**config.mk**
```make
export PLATFORM = sky130hd
export DESIGN_NAME = adctcb_top
export DESIGN_NICKNAME = d
export VERILOG_FILES = /design/src/adctcb_pkg.sv /design/src/adctcb_top.sv
export SDC_FILE = /design/constraint.sdc
export NUM_CORES = 1
export LEC_CHECK = 0
export ABC_AREA = 1
export BUFFER_PORTS_ARGS = -buffer_cell sky130_fd_sc_hd__buf_4
export CAP_MARGIN = 15
export CORE_ASPECT_RATIO = 1.25
export CORE_UTILIZATION = 30
export DETAILED_ROUTE_END_ITERATION = 7
export SLEW_MARGIN = 20
export SYNTH_ARGS = -nofsm -noshare
export SYNTH_HDL_FRONTEND = slang
export SYNTH_SLANG_ARGS = --single-unit
```
**constraint.sdc**
```tcl
create_clock -name sys_clk -period 1.95 [get_ports sys_clk]
set_clock_uncertainty 0.15 [all_clocks]
set_input_delay 0.195 -clock sys_clk [delete_from_list [all_inputs] [get_ports sys_clk]]
set_output_delay 0.195 -clock sys_clk [all_outputs]
set_load 0.005 [all_outputs]
```
**src/adctcb_pkg.sv**
```systemverilog
// Constants, field layout and types of the ADC trim coefficient bank.
//
// Contract
// - Byte 0x5C bits 7-6 return order-2 offset coefficient bits 1-0.
// - Byte 0x5D returns order-2 offset coefficient bits 9-2, MSB in bit 7.
// - Byte 0x5E bits 1-0 return order-2 offset bits 11-10; bits 7-2 read zero.
// - Byte 0x5F returns order-0 gain coefficient bits 7-0, MSB in bit 7.
// - Byte 0x60 bit 7 returns order-1 gain coefficient bit 0.
// - Byte 0x60 bits 6-0 return order-0 gain bits 14-8; coefficient is 15 bits.
// - Byte 0x61 returns order-1 gain coefficient bits 8-1, MSB in bit 7.
// - Byte 0x5B returns order-1 offset bits 5-0, completing the 12-bit value.
// - Byte 0x62 low five bits return order-1 gain coefficient bits 13-9.
package adctcb_pkg;

    // ========================================================================
    // Bus geometry.
    localparam int ADDR_W = 10;
    localparam int DATA_W = 32;
    localparam int BE_W = 4;
    localparam int BYTE_W = 8;
    localparam int IDX_W = 8;
    localparam int ALIGN_W = 2;

    // ========================================================================
    // Register indices; the byte address is four times the index.
    localparam logic [IDX_W-1:0] IDX_SET1_K = 8'h5b;
    localparam logic [IDX_W-1:0] IDX_SET1_L = 8'h5c;
    localparam logic [IDX_W-1:0] IDX_SET1_M = 8'h5d;
    localparam logic [IDX_W-1:0] IDX_SET1_N = 8'h5e;
    localparam logic [IDX_W-1:0] IDX_SET2_A = 8'h5f;
    localparam logic [IDX_W-1:0] IDX_SET2_B = 8'h60;
    localparam logic [IDX_W-1:0] IDX_SET2_C = 8'h61;
    localparam logic [IDX_W-1:0] IDX_SET2_D = 8'h62;

    // ========================================================================
    // Coefficient widths and the bit positions where they split across bytes.
    localparam int OFS_W = 12;
    localparam int GAIN0_W = 15;
    localparam int GAIN1_W = 14;
    localparam int OFS1_SPLIT = 6;
    localparam int OFS2_SPLIT_LO = 2;
    localparam int OFS2_SPLIT_HI = 10;
    localparam int GAIN0_SPLIT = 8;
    localparam int GAIN1_SPLIT_LO = 1;
    localparam int GAIN1_SPLIT_HI = 9;

    // ========================================================================
    // Reset values.
    localparam logic [BYTE_W-1:0] BYTE_RESET = 8'h00;
    localparam logic [DATA_W-1:0] WORD_RESET = 32'h0000_0000;

    // ========================================================================
    // Bus answer sequencer.
    typedef enum logic [1:0] {
        ACK_IDLE = 2'b01,
        ACK_DONE = 2'b10
    } adctcb_ack_t;

endpackage

```
**src/adctcb_top.sv**
```systemverilog
// Read-only ADC trim coefficient bank behind an Avalon-MM slave with waitrequest.
//
// Our own choice: the Avalon-MM interface to the registers.
module adctcb_top (
    input wire logic sys_clk,
    input wire logic resetn,
    input wire logic [adctcb_pkg::ADDR_W-1:0] avs_address,
    input wire logic avs_read,
    input wire logic avs_write,
    input wire logic [adctcb_pkg::DATA_W-1:0] avs_writedata,
    input wire logic [adctcb_pkg::BE_W-1:0] avs_byteenable,
    output logic [adctcb_pkg::DATA_W-1:0] avs_readdata,
    output logic avs_waitrequest,
    input wire logic trim_load,
    input wire logic [adctcb_pkg::OFS_W-1:0] trim_offset_order1,
    input wire logic [adctcb_pkg::OFS_W-1:0] trim_offset_order2,
    input wire logic [adctcb_pkg::GAIN0_W-1:0] trim_gain_order0,
    input wire logic [adctcb_pkg::GAIN1_W-1:0] trim_gain_order1,
    output logic coeff_valid
);

    // ========================================================================
    // Reset release through two flip-flops.
    logic rst_meta_reg;
    logic rst_n_sync;

    always_ff @(posedge sys_clk or negedge resetn) begin
        if (!resetn) begin
            rst_meta_reg <= 1'b0;
            rst_n_sync <= 1'b0;
        end else begin
            rst_meta_reg <= 1'b1;
            rst_n_sync <= rst_meta_reg;
        end
    end

    // ========================================================================
    // Coefficient storage, written only by the factory load strobe.
    logic [adctcb_pkg::OFS_W-1:0] offset_coeff_order1_reg;
    logic [adctcb_pkg::OFS_W-1:0] offset_coeff_order2_reg;
    logic [adctcb_pkg::GAIN0_W-1:0] gain_coeff_order0_reg;
    logic [adctcb_pkg::GAIN1_W-1:0] gain_coeff_order1_reg;
    logic coeff_valid_reg;

    // Bus writes are never steered here, so the bank stays read-only.
    always_ff @(posedge sys_clk or negedge rst_n_sync) begin
        if (!rst_n_sync) begin
            offset_coeff_order1_reg <= '0;
            offset_coeff_order2_reg <= '0;
            gain_coeff_order0_reg <= '0;
            gain_coeff_order1_reg <= '0;
            coeff_valid_reg <= 1'b0;
        end else if (trim_load) begin
            offset_coeff_order1_reg <= trim_offset_order1;
            offset_coeff_order2_reg <= trim_offset_order2;
            gain_coeff_order0_reg <= trim_gain_order0;
            gain_coeff_order1_reg <= trim_gain_order1;
            coeff_valid_reg <= 1'b1;
        end
    end

    assign coeff_valid = coeff_valid_reg;

    // ========================================================================
    // Byte images of the bank. Neighbouring fields held by other banks read zero.
    wire [adctcb_pkg::BYTE_W-1:0] set1_trim_byte_k;
    wire [adctcb_pkg::BYTE_W-1:0] set1_trim_byte_l;
    wire [adctcb_pkg::BYTE_W-1:0] set1_trim_byte_m;
    wire [adctcb_pkg::BYTE_W-1:0] set1_trim_byte_n;
    wire [adctcb_pkg::BYTE_W-1:0] set2_trim_byte_a;
    wire [adctcb_pkg::BYTE_W-1:0] set2_trim_byte_b;
    wire [adctcb_pkg::BYTE_W-1:0] set2_trim_byte_c;
    wire [adctcb_pkg::BYTE_W-1:0] set2_trim_byte_d;

    assign set1_trim_byte_k = {offset_coeff_order1_reg[adctcb_pkg::OFS1_SPLIT-1:0],
        {(adctcb_pkg::BYTE_W - adctcb_pkg::OFS1_SPLIT){1'b0}}};
    assign set1_trim_byte_l = {
        offset_coeff_order2_reg[adctcb_pkg::OFS2_SPLIT_LO-1:0],
        offset_coeff_order1_reg[adctcb_pkg::OFS_W-1:adctcb_pkg::OFS1_SPLIT]};
    assign set1_trim_byte_m =
        offset_coeff_order2_reg[adctcb_pkg::OFS2_SPLIT_HI-1:adctcb_pkg::OFS2_SPLIT_LO];
    assign set1_trim_byte_n = {
        {(adctcb_pkg::BYTE_W - (adctcb_pkg::OFS_W - adctcb_pkg::OFS2_SPLIT_HI)){1'b0}},
        offset_coeff_order2_reg[adctcb_pkg::OFS_W-1:adctcb_pkg::OFS2_SPLIT_HI]};
    assign set2_trim_byte_a = gain_coeff_order0_reg[adctcb_pkg::GAIN0_SPLIT-1:0];
    assign set2_trim_byte_b = {
        gain_coeff_order1_reg[adctcb_pkg::GAIN1_SPLIT_LO-1:0],
        gain_coeff_order0_reg[adctcb_pkg::GAIN0_W-1:adctcb_pkg::GAIN0_SPLIT]};
    assign set2_trim_byte_c =
        gain_coeff_order1_reg[adctcb_pkg::GAIN1_SPLIT_HI-1:adctcb_pkg::GAIN1_SPLIT_LO];
    assign set2_trim_byte_d = {
        {(adctcb_pkg::BYTE_W - (adctcb_pkg::GAIN1_W - adctcb_pkg::GAIN1_SPLIT_HI)){1'b0}},
        gain_coeff_order1_reg[adctcb_pkg::GAIN1_W-1:adctcb_pkg::GAIN1_SPLIT_HI]};

    // ========================================================================
    // Address decode. Only word-aligned addresses of the eight indices are mapped.
    wire [adctcb_pkg::IDX_W-1:0] bus_idx;
    wire bus_aligned;
    wire bus_req;
    wire bus_take;
    wire [adctcb_pkg::BYTE_W-1:0] sel_byte;

    assign bus_idx = avs_address[adctcb_pkg::ADDR_W-1:adctcb_pkg::ALIGN_W];
    assign bus_aligned = (avs_address[adctcb_pkg::ALIGN_W-1:0] == '0);
    assign bus_req = avs_read || avs_write;

    assign sel_byte = !bus_aligned ? adctcb_pkg::BYTE_RESET :
        (bus_idx == adctcb_pkg::IDX_SET1_K) ? set1_trim_byte_k :
        (bus_idx == adctcb_pkg::IDX_SET1_L) ? set1_trim_byte_l :
        (bus_idx == adctcb_pkg::IDX_SET1_M) ? set1_trim_byte_m :
        (bus_idx == adctcb_pkg::IDX_SET1_N) ? set1_trim_byte_n :
        (bus_idx == adctcb_pkg::IDX_SET2_A) ? set2_trim_byte_a :
        (bus_idx == adctcb_pkg::IDX_SET2_B) ? set2_trim_byte_b :
        (bus_idx == adctcb_pkg::IDX_SET2_C) ? set2_trim_byte_c :
        (bus_idx == adctcb_pkg::IDX_SET2_D) ? set2_trim_byte_d :
        adctcb_pkg::BYTE_RESET;

    // ========================================================================
    // Answer sequencer: one wait cycle, then waitrequest low for exactly one cycle.
    adctcb_pkg::adctcb_ack_t state_reg;
    adctcb_pkg::adctcb_ack_t state_next;
    logic wait_reg;
    logic [adctcb_pkg::DATA_W-1:0] rdata_reg;
    logic [adctcb_pkg::DATA_W-1:0] rdata_next;

    always_comb begin
        case (state_reg)
            adctcb_pkg::ACK_IDLE: begin
                state_next = bus_req ? adctcb_pkg::ACK_DONE : adctcb_pkg::ACK_IDLE;
            end
            adctcb_pkg::ACK_DONE: begin
                state_next = adctcb_pkg::ACK_IDLE;
            end
            default: begin
                state_next = adctcb_pkg::ACK_IDLE;
            end
        endcase
    end

    assign bus_take = (state_reg == adctcb_pkg::ACK_IDLE) && bus_req;
    assign rdata_next = (bus_take && avs_read) ?
        {{(adctcb_pkg::DATA_W - adctcb_pkg::BYTE_W){1'b0}}, sel_byte} : rdata_reg;

    always_ff @(posedge sys_clk or negedge rst_n_sync) begin
        if (!rst_n_sync) begin
            state_reg <= adctcb_pkg::ACK_IDLE;
            wait_reg <= 1'b1;
            rdata_reg <= adctcb_pkg::WORD_RESET;
        end else begin
            state_reg <= state_next;
            wait_reg <= (state_next != adctcb_pkg::ACK_DONE);
            rdata_reg <= rdata_next;
        end
    end

    assign avs_waitrequest = wait_reg;
    assign avs_readdata = rdata_reg;

    wire read_take;
    assign read_take = avs_read && avs_waitrequest && bus_aligned && !avs_write;
endmodule

```
==> flow_summary_export.csv, run 1 <==
group,metric,value,unit
outcome,outcome,"finished, final reports clean",
clocking,cts_max_level,3,
detailed_routing,drtAntennaViolNets,0,
synthesis,synth_top_cells_by_area,"dfrtp_1 (48%), nand2_1 (19%), buf_4 (5.3%), inv_1 (4.4%), o21ai_0 (4.3%)",
sta,finalSetupTns,0,ns
setup_path,cp_max_fo,7,
cells_and_area,syn2layout_area_growth,44.3,%
die,core_area,11000,um2
die,die-height,121,um
clocking,ctsResizeCount,0,
cells_and_area,final_nets,665,
setup_path,cp-end-kind,"flop",
synthesis,synth.cells.most_frequent,"nand2_1 (175), dfrtp_1 (65), inv_1 (40)",
clocking,cts_buffer_depth,2,
detailed_routing,viasPerCell,4.25,
setup_path,path_cells,"inv_1, nor2_2, nand2_2, nor3_4, nand2_2, a21oi_1, o21ai_1, nand2_1",
detailed_routing,dr_total_vias,2981,
detailed_routing,drt_iter0_drc,153,
grt,first_global_vias,3067,
clocking,numCtsBuffers,9,
setup_path,crit_type,"reg -> reg",
synthesis,yosysSeqAreaShare,0.488,
sta,hold_viol,0,
die,io_pins,138,
setup_path,reg2reg_slack,0.32,ns
setup_path,ff2ff_path_depth,8,
setup_path,worstSetupPathDepth,8,
setup_path,crit_buf_inv,1,
setup_path,cp_slowest_cell,"dfstp_2",
sta,layout_min_cycle_time,1.63,ns
sta,clock.fmax,613,MHz
grt,grt_pass1_wl,13900,um
grt,grt_max_degree,65,
sta,rsz0062_at_grt,"no",
detailed_routing,post-route-drc-count,0,
synthesis,avgSynthCellArea,7.93,um2
die,die_area,11700,um2
detailed_routing,wl,7980,um
synthesis,syn-cell-area,3390,um2
synthesis,synth_top_cell_area_share,0.480,
synthesis,syn_inst,427,
setup_path,crit-reg2reg-launch,"state_reg[0]",
synthesis,yosysMostFrequentCell,"nand2_1",
clocking,cts_tree,"yes",
die,start_util,0.307,
detailed_routing,wire_per_inst,11.4,um
cells_and_area,largest_reg_flops,15,
placement,portBuffers,77,
sta,finalMaxSlewViolations,0,
clocking,insertion_delay,0.33,ns
synthesis,synth-edff-count,0,
pwr,pwr_density_cell,757,nW/um2
placement,dpl.hpwl,5780,um
setup_path,crit_arrival,1.75,ns
setup_path,critPathLaunchType,"flop",
setup_path,cp_common_cell,"nand2_2",
synthesis,synthArstFlopShare,1.00,
setup_path,cp.required,2.07,ns
synthesis,synth_warnings,0,
placement,globalplace.congestion,0.801,
die,row_count,43,
clocking,cts_root_buf,"clkbuf_16",
setup_path,critPathLaunch,"state_reg[0]",
sta,setup_violations,0,
synthesis,ys_ff_latch,66,
pwr,peakVddDrop,0.452,mV
die,die_x,97.0,um
sta,fin_crit_sh,0.836,
clocking,cts_setup_buffers,0,
grt,globalRouteOverflowTotal,0,
min_path,hold_class,"in -> async",
setup_path,regToRegEndpoint,"avs_readdata[4]",
grt,track_usage,0.151,
setup_path,max_stage_delay,0.53,ns
setup_path,crit_path_end,"avs_readdata[4]",
synthesis,synthFlopType,"dfrtp_1",
setup_path,path_delay_family,"simple AND/OR/NAND/NOR gates",
clocking,cts.sinks,66,
pwr,total_power,3700,uW
flow_run,cap_viol_max_count,0,
grt,antenna_found_initial,0,
pwr,leakage,0.00265,uW
clocking,cts.clk_slew.worst_paths,0.05,ns
clocking,cts_hold_buf,56,
synthesis,ys_types,32,
detailed_routing,dr.pass1.iters,4,
synthesis,yosys.area.top_type,"dfrtp_1",
cells_and_area,n_antenna_cell,0,
cells_and_area,drive_above_1_share,0.221,
how the worst min path moves through the flow:
stage / startpoint / end / slack [ns]
after CTS: resetn / rst_meta_reg / 0.02
after detailed placement: resetn / rst_meta_reg / -0.17
after floorplan: resetn / rst_meta_reg / -0.25
final: resetn / rst_meta_reg / 0.03
after global placement: resetn / rst_meta_reg / -0.17
after global routing: resetn / rst_meta_reg / 0.03
logic make-up (layout without fill, tap and decap cells):
| logic type | after synthesis | after routing | synth area share |
|---|---|---|---|
| other | 2 | 25 | 0.00222 |
| AO/OA/AOI/OAI | 42 | 42 | 0.0647 |
| flip-flops | 66 | 66 | 0.488 |
| AND/OR/NAND/NOR | 234 | 234 | 0.321 |
| buffers and inverters | 83 | 199 | 0.124 |
worst register-to-register path: cells and delay by family (launching register included):
| family | cells | cell delay, ns |
|---|---|---|
| compound gates | 2 | 0.22 |
| buf+inv | 1 | 0.04 |
| flops | 1 | 0.53 |
| simple gates | 5 | 0.63 |
layout by cell type, fill, tap and decap left out, types with 2 or more instances in the layout:
| cell | count |
|---|---|
| a21oi_1 | 3 |
| buf_12 | 2 |
| buf_4 | 79 |
| clkbuf_1 | 3 |
| clkbuf_16 | 9 |
| clkbuf_8 | 2 |
| clkinv_1 | 2 |
| conb_1 | 25 |
| dfrtp_1 | 64 |
| dlygate4sd3_1 | 56 |
| inv_1 | 40 |
| inv_2 | 4 |
| nand2_1 | 175 |
| nand2_2 | 7 |
| nand2_4 | 3 |
| nand3_1 | 21 |
| nand3b_1 | 3 |
| nor2_1 | 10 |
| nor2_2 | 2 |
| nor2_4 | 2 |
| nor2_8 | 3 |
| o21ai_0 | 29 |
| o21ai_1 | 8 |
area by class of cell:
class | count | area (um2)
Clock inverter | 2 | 35.0
Timing Repair Buffer | 137 | 1190
Fill cell | 1070 | 6140
Sequential cell | 66 | 1650
Tap cell | 135 | 169
Clock buffer | 14 | 264
Multi-Input combinational cell | 301 | 1400
Inverter | 46 | 173
metrics by stage:
step | hold WS (ns) | cell area (um2) | util | worst slack [ns] | instances
detailed placement | -0.168 | 4030 | 0.365 | 0.292 | 629
global route | 0.0274 | 4890 | 0.443 | 0.117 | 701
floorplan | -0.251 | 3470 | - | 0.432 | 450
finish | 0.0340 | 4890 | 0.443 | 0.319 | 701
CTS | 0.0202 | 4890 | 0.443 | 0.276 | 701
global placement | -0.173 | 4030 | 0.365 | 0.291 | 629
per-layer routing:
metal,share of wire,GRT usage
met2,0.51,0.273
met4,0.030,0.0849
met3,0.032,0.0289
met5,0,0
met1,0.43,0.166
report_power, final:
part	total, uW	switching, uW	internal [uW]
logic	547	273	275
registers	1560	55.1	1500
clock network	1600	540	1060
Note: power is estimated with default switching activity, not from simulation.
==> inputs of run 2 (changes only) <==
Clock period 1.95 ns to 1.7 ns, I/O delays scaled along.
==> flow_summary_export.csv, run 2 (synthesis results as in run 1) <==
group,metric,value,unit
outcome,outcome,"finished with violations",
outcome,violations,"setup timing",
cells_and_area,drive_above_1_share,0.238,
setup_path,cp.required,1.82,ns
die,core_area,11000,um2
setup_path,cp_max_fo,6,
setup_path,max_stage_delay,0.54,ns
pwr,leakage,0.00269,uW
setup_path,cp_slowest_cell,"dfstp_2",
detailed_routing,dr_total_vias,3052,
cells_and_area,mostFrequentLayoutCells,"nand2_1 (175), buf_4 (84), dfrtp_1 (64)",
cells_and_area,n_antenna_cell,0,
die,io_pins,138,
pwr,pwr_density_cell,898,nW/um2
setup_path,crit-reg2reg-launch,"state_reg[0]",
pwr,p_seq_frac,0.402,
setup_path,crit_arrival,1.82,ns
sta,layout_min_cycle_time,1.71,ns
pwr,p_int,3390,uW
min_path,hold_class,"in -> async",
setup_path,regToRegEndpoint,"avs_readdata[0]",
grt,track_usage,0.147,
setup_path,critPathLaunch,"state_reg[0]",
grt,antenna_found_initial,0,
detailed_routing,post-route-drc-count,0,
detailed_routing,drt_iter0_drc,165,
pwr,clkPwrFrac,0.448,
setup_path,ff2ff_path_depth,8,
clocking,cts_max_level,3,
cells_and_area,final_nets,670,
placement,dpl.hpwl,5880,um
sta,fin_crit_sh,1.00,
sta,setup_violations,1,
cells_and_area,layout_commonest_cell,"nand2_1",
setup_path,crit_path_end,"avs_readdata[0]",
grt,first_global_vias,3014,
grt,grt_max_degree,65,
sta,finalMaxSlewViolations,0,
sta,hold_slack,0.00862,ns
clocking,cts_root_buf,"clkbuf_16",
clocking,cts_tree,"yes",
setup_path,cp-end-kind,"flop",
cells_and_area,largest_reg_flops,15,
die,die-height,121,um
placement,portBuffers,77,
cells_and_area,nFillCells,1088,
clocking,numCtsBuffers,9,
detailed_routing,wire_per_inst,11.4,um
setup_path,crit_type,"reg -> reg",
placement,post-place-ws,0.0638,ns
pwr,comb_power_share,0.150,
die,start_util,0.307,
detailed_routing,wl,8070,um
die,die_x,97.0,um
detailed_routing,viasPerCell,4.32,
setup_path,reg2reg_slack,-0.005,ns
sta,setup_ws,-0.00529,ns
clocking,cts.sinks,66,
sta,hold_viol,0,
clocking,insertion_delay,0.33,ns
sta,clock.fmax,586,MHz
detailed_routing,drtAntennaViolNets,0,
placement,placed_area,4040,um2
setup_path,critPathLaunchType,"flop",
die,row_count,43,
cells_and_area,syn2layout_area_growth,46.7,%
pwr,power_switching,1070,uW
placement,globalplace.congestion,0.780,
clocking,cts_buffer_depth,2,
clocking,cts.clk_slew.worst_paths,0.05,ns
pwr,peakVddDrop,0.547,mV
setup_path,path_cells,"inv_2, nor2_4, nand2_2, nor3_4, nand2_2, a21oi_1, nand2_1, nand2_1",
sta,rsz0062_at_grt,"yes",
grt,grt_pass1_wl,13500,um
die,die_area,11700,um2
flow_run,cap_viol_max_count,0,
detailed_routing,dr.pass1.iters,4,
pwr,p_sw_frac,0.239,
grt,globalRouteOverflowTotal,0,
cells_and_area,final_area,4970,um2
-- run 2: worst min path at each step --
| stage | startpoint | end | cells after the start |
|---|---|---|---|
| finish | resetn | rst_n_sync | 2 |
| global route | resetn | rst_n_sync | 2 |
| CTS | resetn | rst_n_sync | 2 |
| global placement | resetn | rst_meta_reg | 1 |
| floorplan | resetn | rst_meta_reg | 0 |
| detailed placement | resetn | rst_meta_reg | 1 |
-- run 2: power groups by stage --
stage                     Combinational, uW  Clock, uW  Sequential, uW
after floorplan                         300          0            1820
after global placement                  513          0            1810
after detailed placement                526          0            1810
after CTS                               642       2050            1790
after global routing                    753       2120            1810
final                                   670       2000            1790
-- run 2: worst max-delay path: cells and delay by family, from the launching register on --
family	cells	cell delay (ns)
DFF	1	0.54
AOI/OAI and AO/OA	1	0.14
buffers and inverters	1	0.04
and+or+nand+nor	6	0.77
-- run 2: layer usage --
metal | global-route usage | wire [um]
met3 | 0.0358 | 289
met2 | 0.262 | 4190
met5 | 0 | 0
met1 | 0.169 | 3460
met4 | 0.0550 | 136
-- run 2: final cells by class --
class / count / area (um2) / share of cell area
Tap cell: 135 / 169 / 0.0340
Sequential cell: 66 / 1650 / 0.333
Clock buffer: 10 / 239 / 0.0481
Inverter: 46 / 173 / 0.0348
Clock inverter: 6 / 90.1 / 0.0181
Timing Repair Buffer: 142 / 1230 / 0.248
Multi-Input combinational cell: 301 / 1410 / 0.284
-- run 2: through the flow --
step                TNS (ns)  std cells   util  total power, uW
CTS                        0        703  0.447             4480
detailed placement         0        631  0.367             2340
finish              -0.00529        706  0.450             4460
global placement           0        631  0.367             2320
floorplan                  0        450      -             2120
global route          -0.563        706  0.450             4680
-- run 2: what timing repair did --
action	in CTS	in global routing
resized for setup	0	4
hold buffers	56	0
endpoints found under the setup margin	0	4
setup buffers	0	3
hold endpoints to repair	57	0
==> inputs of run 3 (changes only) <==
Settings changed: ABC_AREA 1 to 0.
==> flow_summary_export.csv, run 3 <==
group,metric,value,unit
detailed_routing,post-route-drc-count,0,
synthesis,ys_types,38,
synthesis,yosys.area.top_type,"dfrtp_1",
die,start_util,0.312,
outcome,outcome,"finished, final reports clean",
setup_path,critPathLaunchType,"flop",
cells_and_area,syn2layout_area_growth,52.2,%
die,io_pins,138,
sta,finalSetupTns,0,ns
cells_and_area,final_area,4880,um2
grt,first_global_vias,2534,
die,die_area,11100,um2
cells_and_area,largest_reg_flops,15,
die,core_area,10300,um2
cells_and_area,nFillCells,954,
sta,setup_violations,0,
detailed_routing,wl,7590,um
sta,rsz0062_at_grt,"yes",
synthesis,synth_top_cell_area_share,0.508,
sta,layout_min_cycle_time,1.68,ns
synthesis,syn_inst,263,
clocking,cts.sinks,66,
cells_and_area,regArea,1650,um2
setup_path,crit_type,"reg -> reg",
pwr,leakage,0.00219,uW
grt,grt_pass1_wl,12400,um
synthesis,synth_top_cells_by_area,"dfrtp_1 (51%), mux2_2 (18%), buf_4 (5.6%), mux2i_1 (4.1%), o2bb2ai_1 (2.2%)",
setup_path,cp-end-kind,"flop",
detailed_routing,drtAntennaViolNets,0,
grt,track_usage,0.147,
placement,dpl.hpwl,5350,um
cells_and_area,n_antenna_cell,0,
die,die_x,94.4,um
min_path,hold_class,"in -> async",
detailed_routing,drt_iter0_drc,92,
placement,globalplace.congestion,0.728,
setup_path,cp_max_fo,4,
synthesis,yosysSeqAreaShare,0.516,
flow_run,cap_viol_max_count,0,
pwr,peakVddDrop,0.524,mV
sta,finalMaxSlewViolations,0,
grt,globalRouteOverflowTotal,0,
synthesis,synth_warnings,0,
synthesis,ys_ff_latch,66,
grt,antenna_found_initial,0,
die,row_count,41,
die,die-height,118,um
cells_and_area,final_nets,522,
clocking,numCtsBuffers,9,
sta,fin_crit_sh,0.988,
clocking,cts_max_level,3,
synthesis,synthFlopType,"dfrtp_1",
placement,placed_area,4020,um2
detailed_routing,viasPerCell,4.55,
pwr,pwr_density_cell,877,nW/um2
clocking,cts.clk_slew.worst_paths,0.05,ns
synthesis,syn-cell-area,3200,um2
synthesis,yosysMostFrequentCell,"dfrtp_1",
cells_and_area,drive_above_1_share,0.421,
placement,dp_cells,478,
cells_and_area,multiInputGateArea,1380,um2
setup_path,reg2reg_slack,0.02,ns
clocking,insertion_delay,0.32,ns
grt,grt_max_degree,34,
sta,hold_viol,0,
clocking,cts_tree,"yes",
synthesis,synth.cells.most_frequent,"dfrtp_1 (65), mux2_2 (50), buf_4 (24)",
sta,clock.fmax,595,MHz
clocking,cts_buffer_depth,2,
cells_and_area,mostFrequentLayoutCells,"buf_4 (100), dfrtp_1 (64), dlygate4sd3_1 (56)",
synthesis,synth-edff-count,0,
setup_path,crit_arrival,1.76,ns
cells_and_area,layout_commonest_cell,"buf_4",
setup_path,cp.required,1.78,ns
detailed_routing,dr_total_vias,2509,
cells_and_area,fin_cells,552,
detailed_routing,wire_per_inst,13.7,um
synthesis,avgSynthCellArea,12.2,um2
synthesis,synthArstFlopShare,1.00,
placement,portBuffers,77,
clocking,cts_root_buf,"clkbuf_16",
detailed_routing,dr.pass1.iters,5,
## run 3: logic make-up after synthesis
logic type	Yosys count	share of synthesized area
DFF	66	0.516
muxes	63	0.216
and+or+nand+nor	47	0.0855
buffers and inverters	45	0.0847
AOI/OAI and AO/OA	40	0.0953
other	2	0.00234
## run 3: cell type report
cell class                 instances  area share
clock inverter                     2     0.00205
sequential                        66       0.339
timing repair buffer             159       0.281
clock buffer                      14      0.0562
tap                              129      0.0331
multi-input combinational        175       0.283
inverter                           7     0.00539
## run 3: critical path: stages (launching register included)
cell	delay [ns]
dfstp_2	0.55
nand3b_4	0.07
or3_4	0.36
a211o_1	0.28
o31ai_2	0.18
## run 3: power by group
| group | switching, uW | total (uW) | internal, uW | leakage, uW |
|---|---|---|---|---|
| sequential | 79.7 | 1820 | 1740 | 0.000787 |
| combinational | 288 | 742 | 454 | 0.00126 |
| clock | 616 | 1720 | 1100 | 0.000143 |
| total | 984 | 4280 | 3290 | 0.00219 |
## run 3: path summary, 6_finish.rpt
| kind | start | to | cells past startpoint |
|---|---|---|---|
| setup / recovery | state_reg[0] | avs_readdata[1] | 4 |
| hold / removal | resetn | rst_meta_reg | 2 |
| setup reg to reg | state_reg[0] | avs_readdata[1] | 4 |
| hold reg to reg | rst_n_sync | gain_coeff_order0_reg[5] | 1 |
| max in group asynchronous | rst_n_sync | state_reg[0] | 1 |
| min in group sys_clk | avs_address[0] | avs_readdata[4] | 4 |
## run 3: layer usage
layer / GRT usage / share of wire
met4: 0.0529 / 0.015
met5: 0 / 0
met2: 0.238 / 0.49
met3: 0.0362 / 0.043
met1: 0.188 / 0.45
## run 3: what timing repair did
item	CTS	global route
hold endpoints to repair	57	0
endpoints found under the setup margin	2	3
resized for setup	0	1
buffers inserted	1	1
hold buffers	56	0
gates cloned	0	0
## run 3: metrics by stage
stage	power (uW)	utilization	worst slack, ns	hold slack (ns)
floorplan	2210	-	0.00492	-0.276
global placement	2460	0.392	-0.100	-0.197
detailed placement	2470	0.392	-0.0915	-0.195
CTS	4340	0.475	-0.00793	0.0100
global route	4500	0.475	-0.0396	0.0348
finish	4280	0.475	0.0196	0.0175
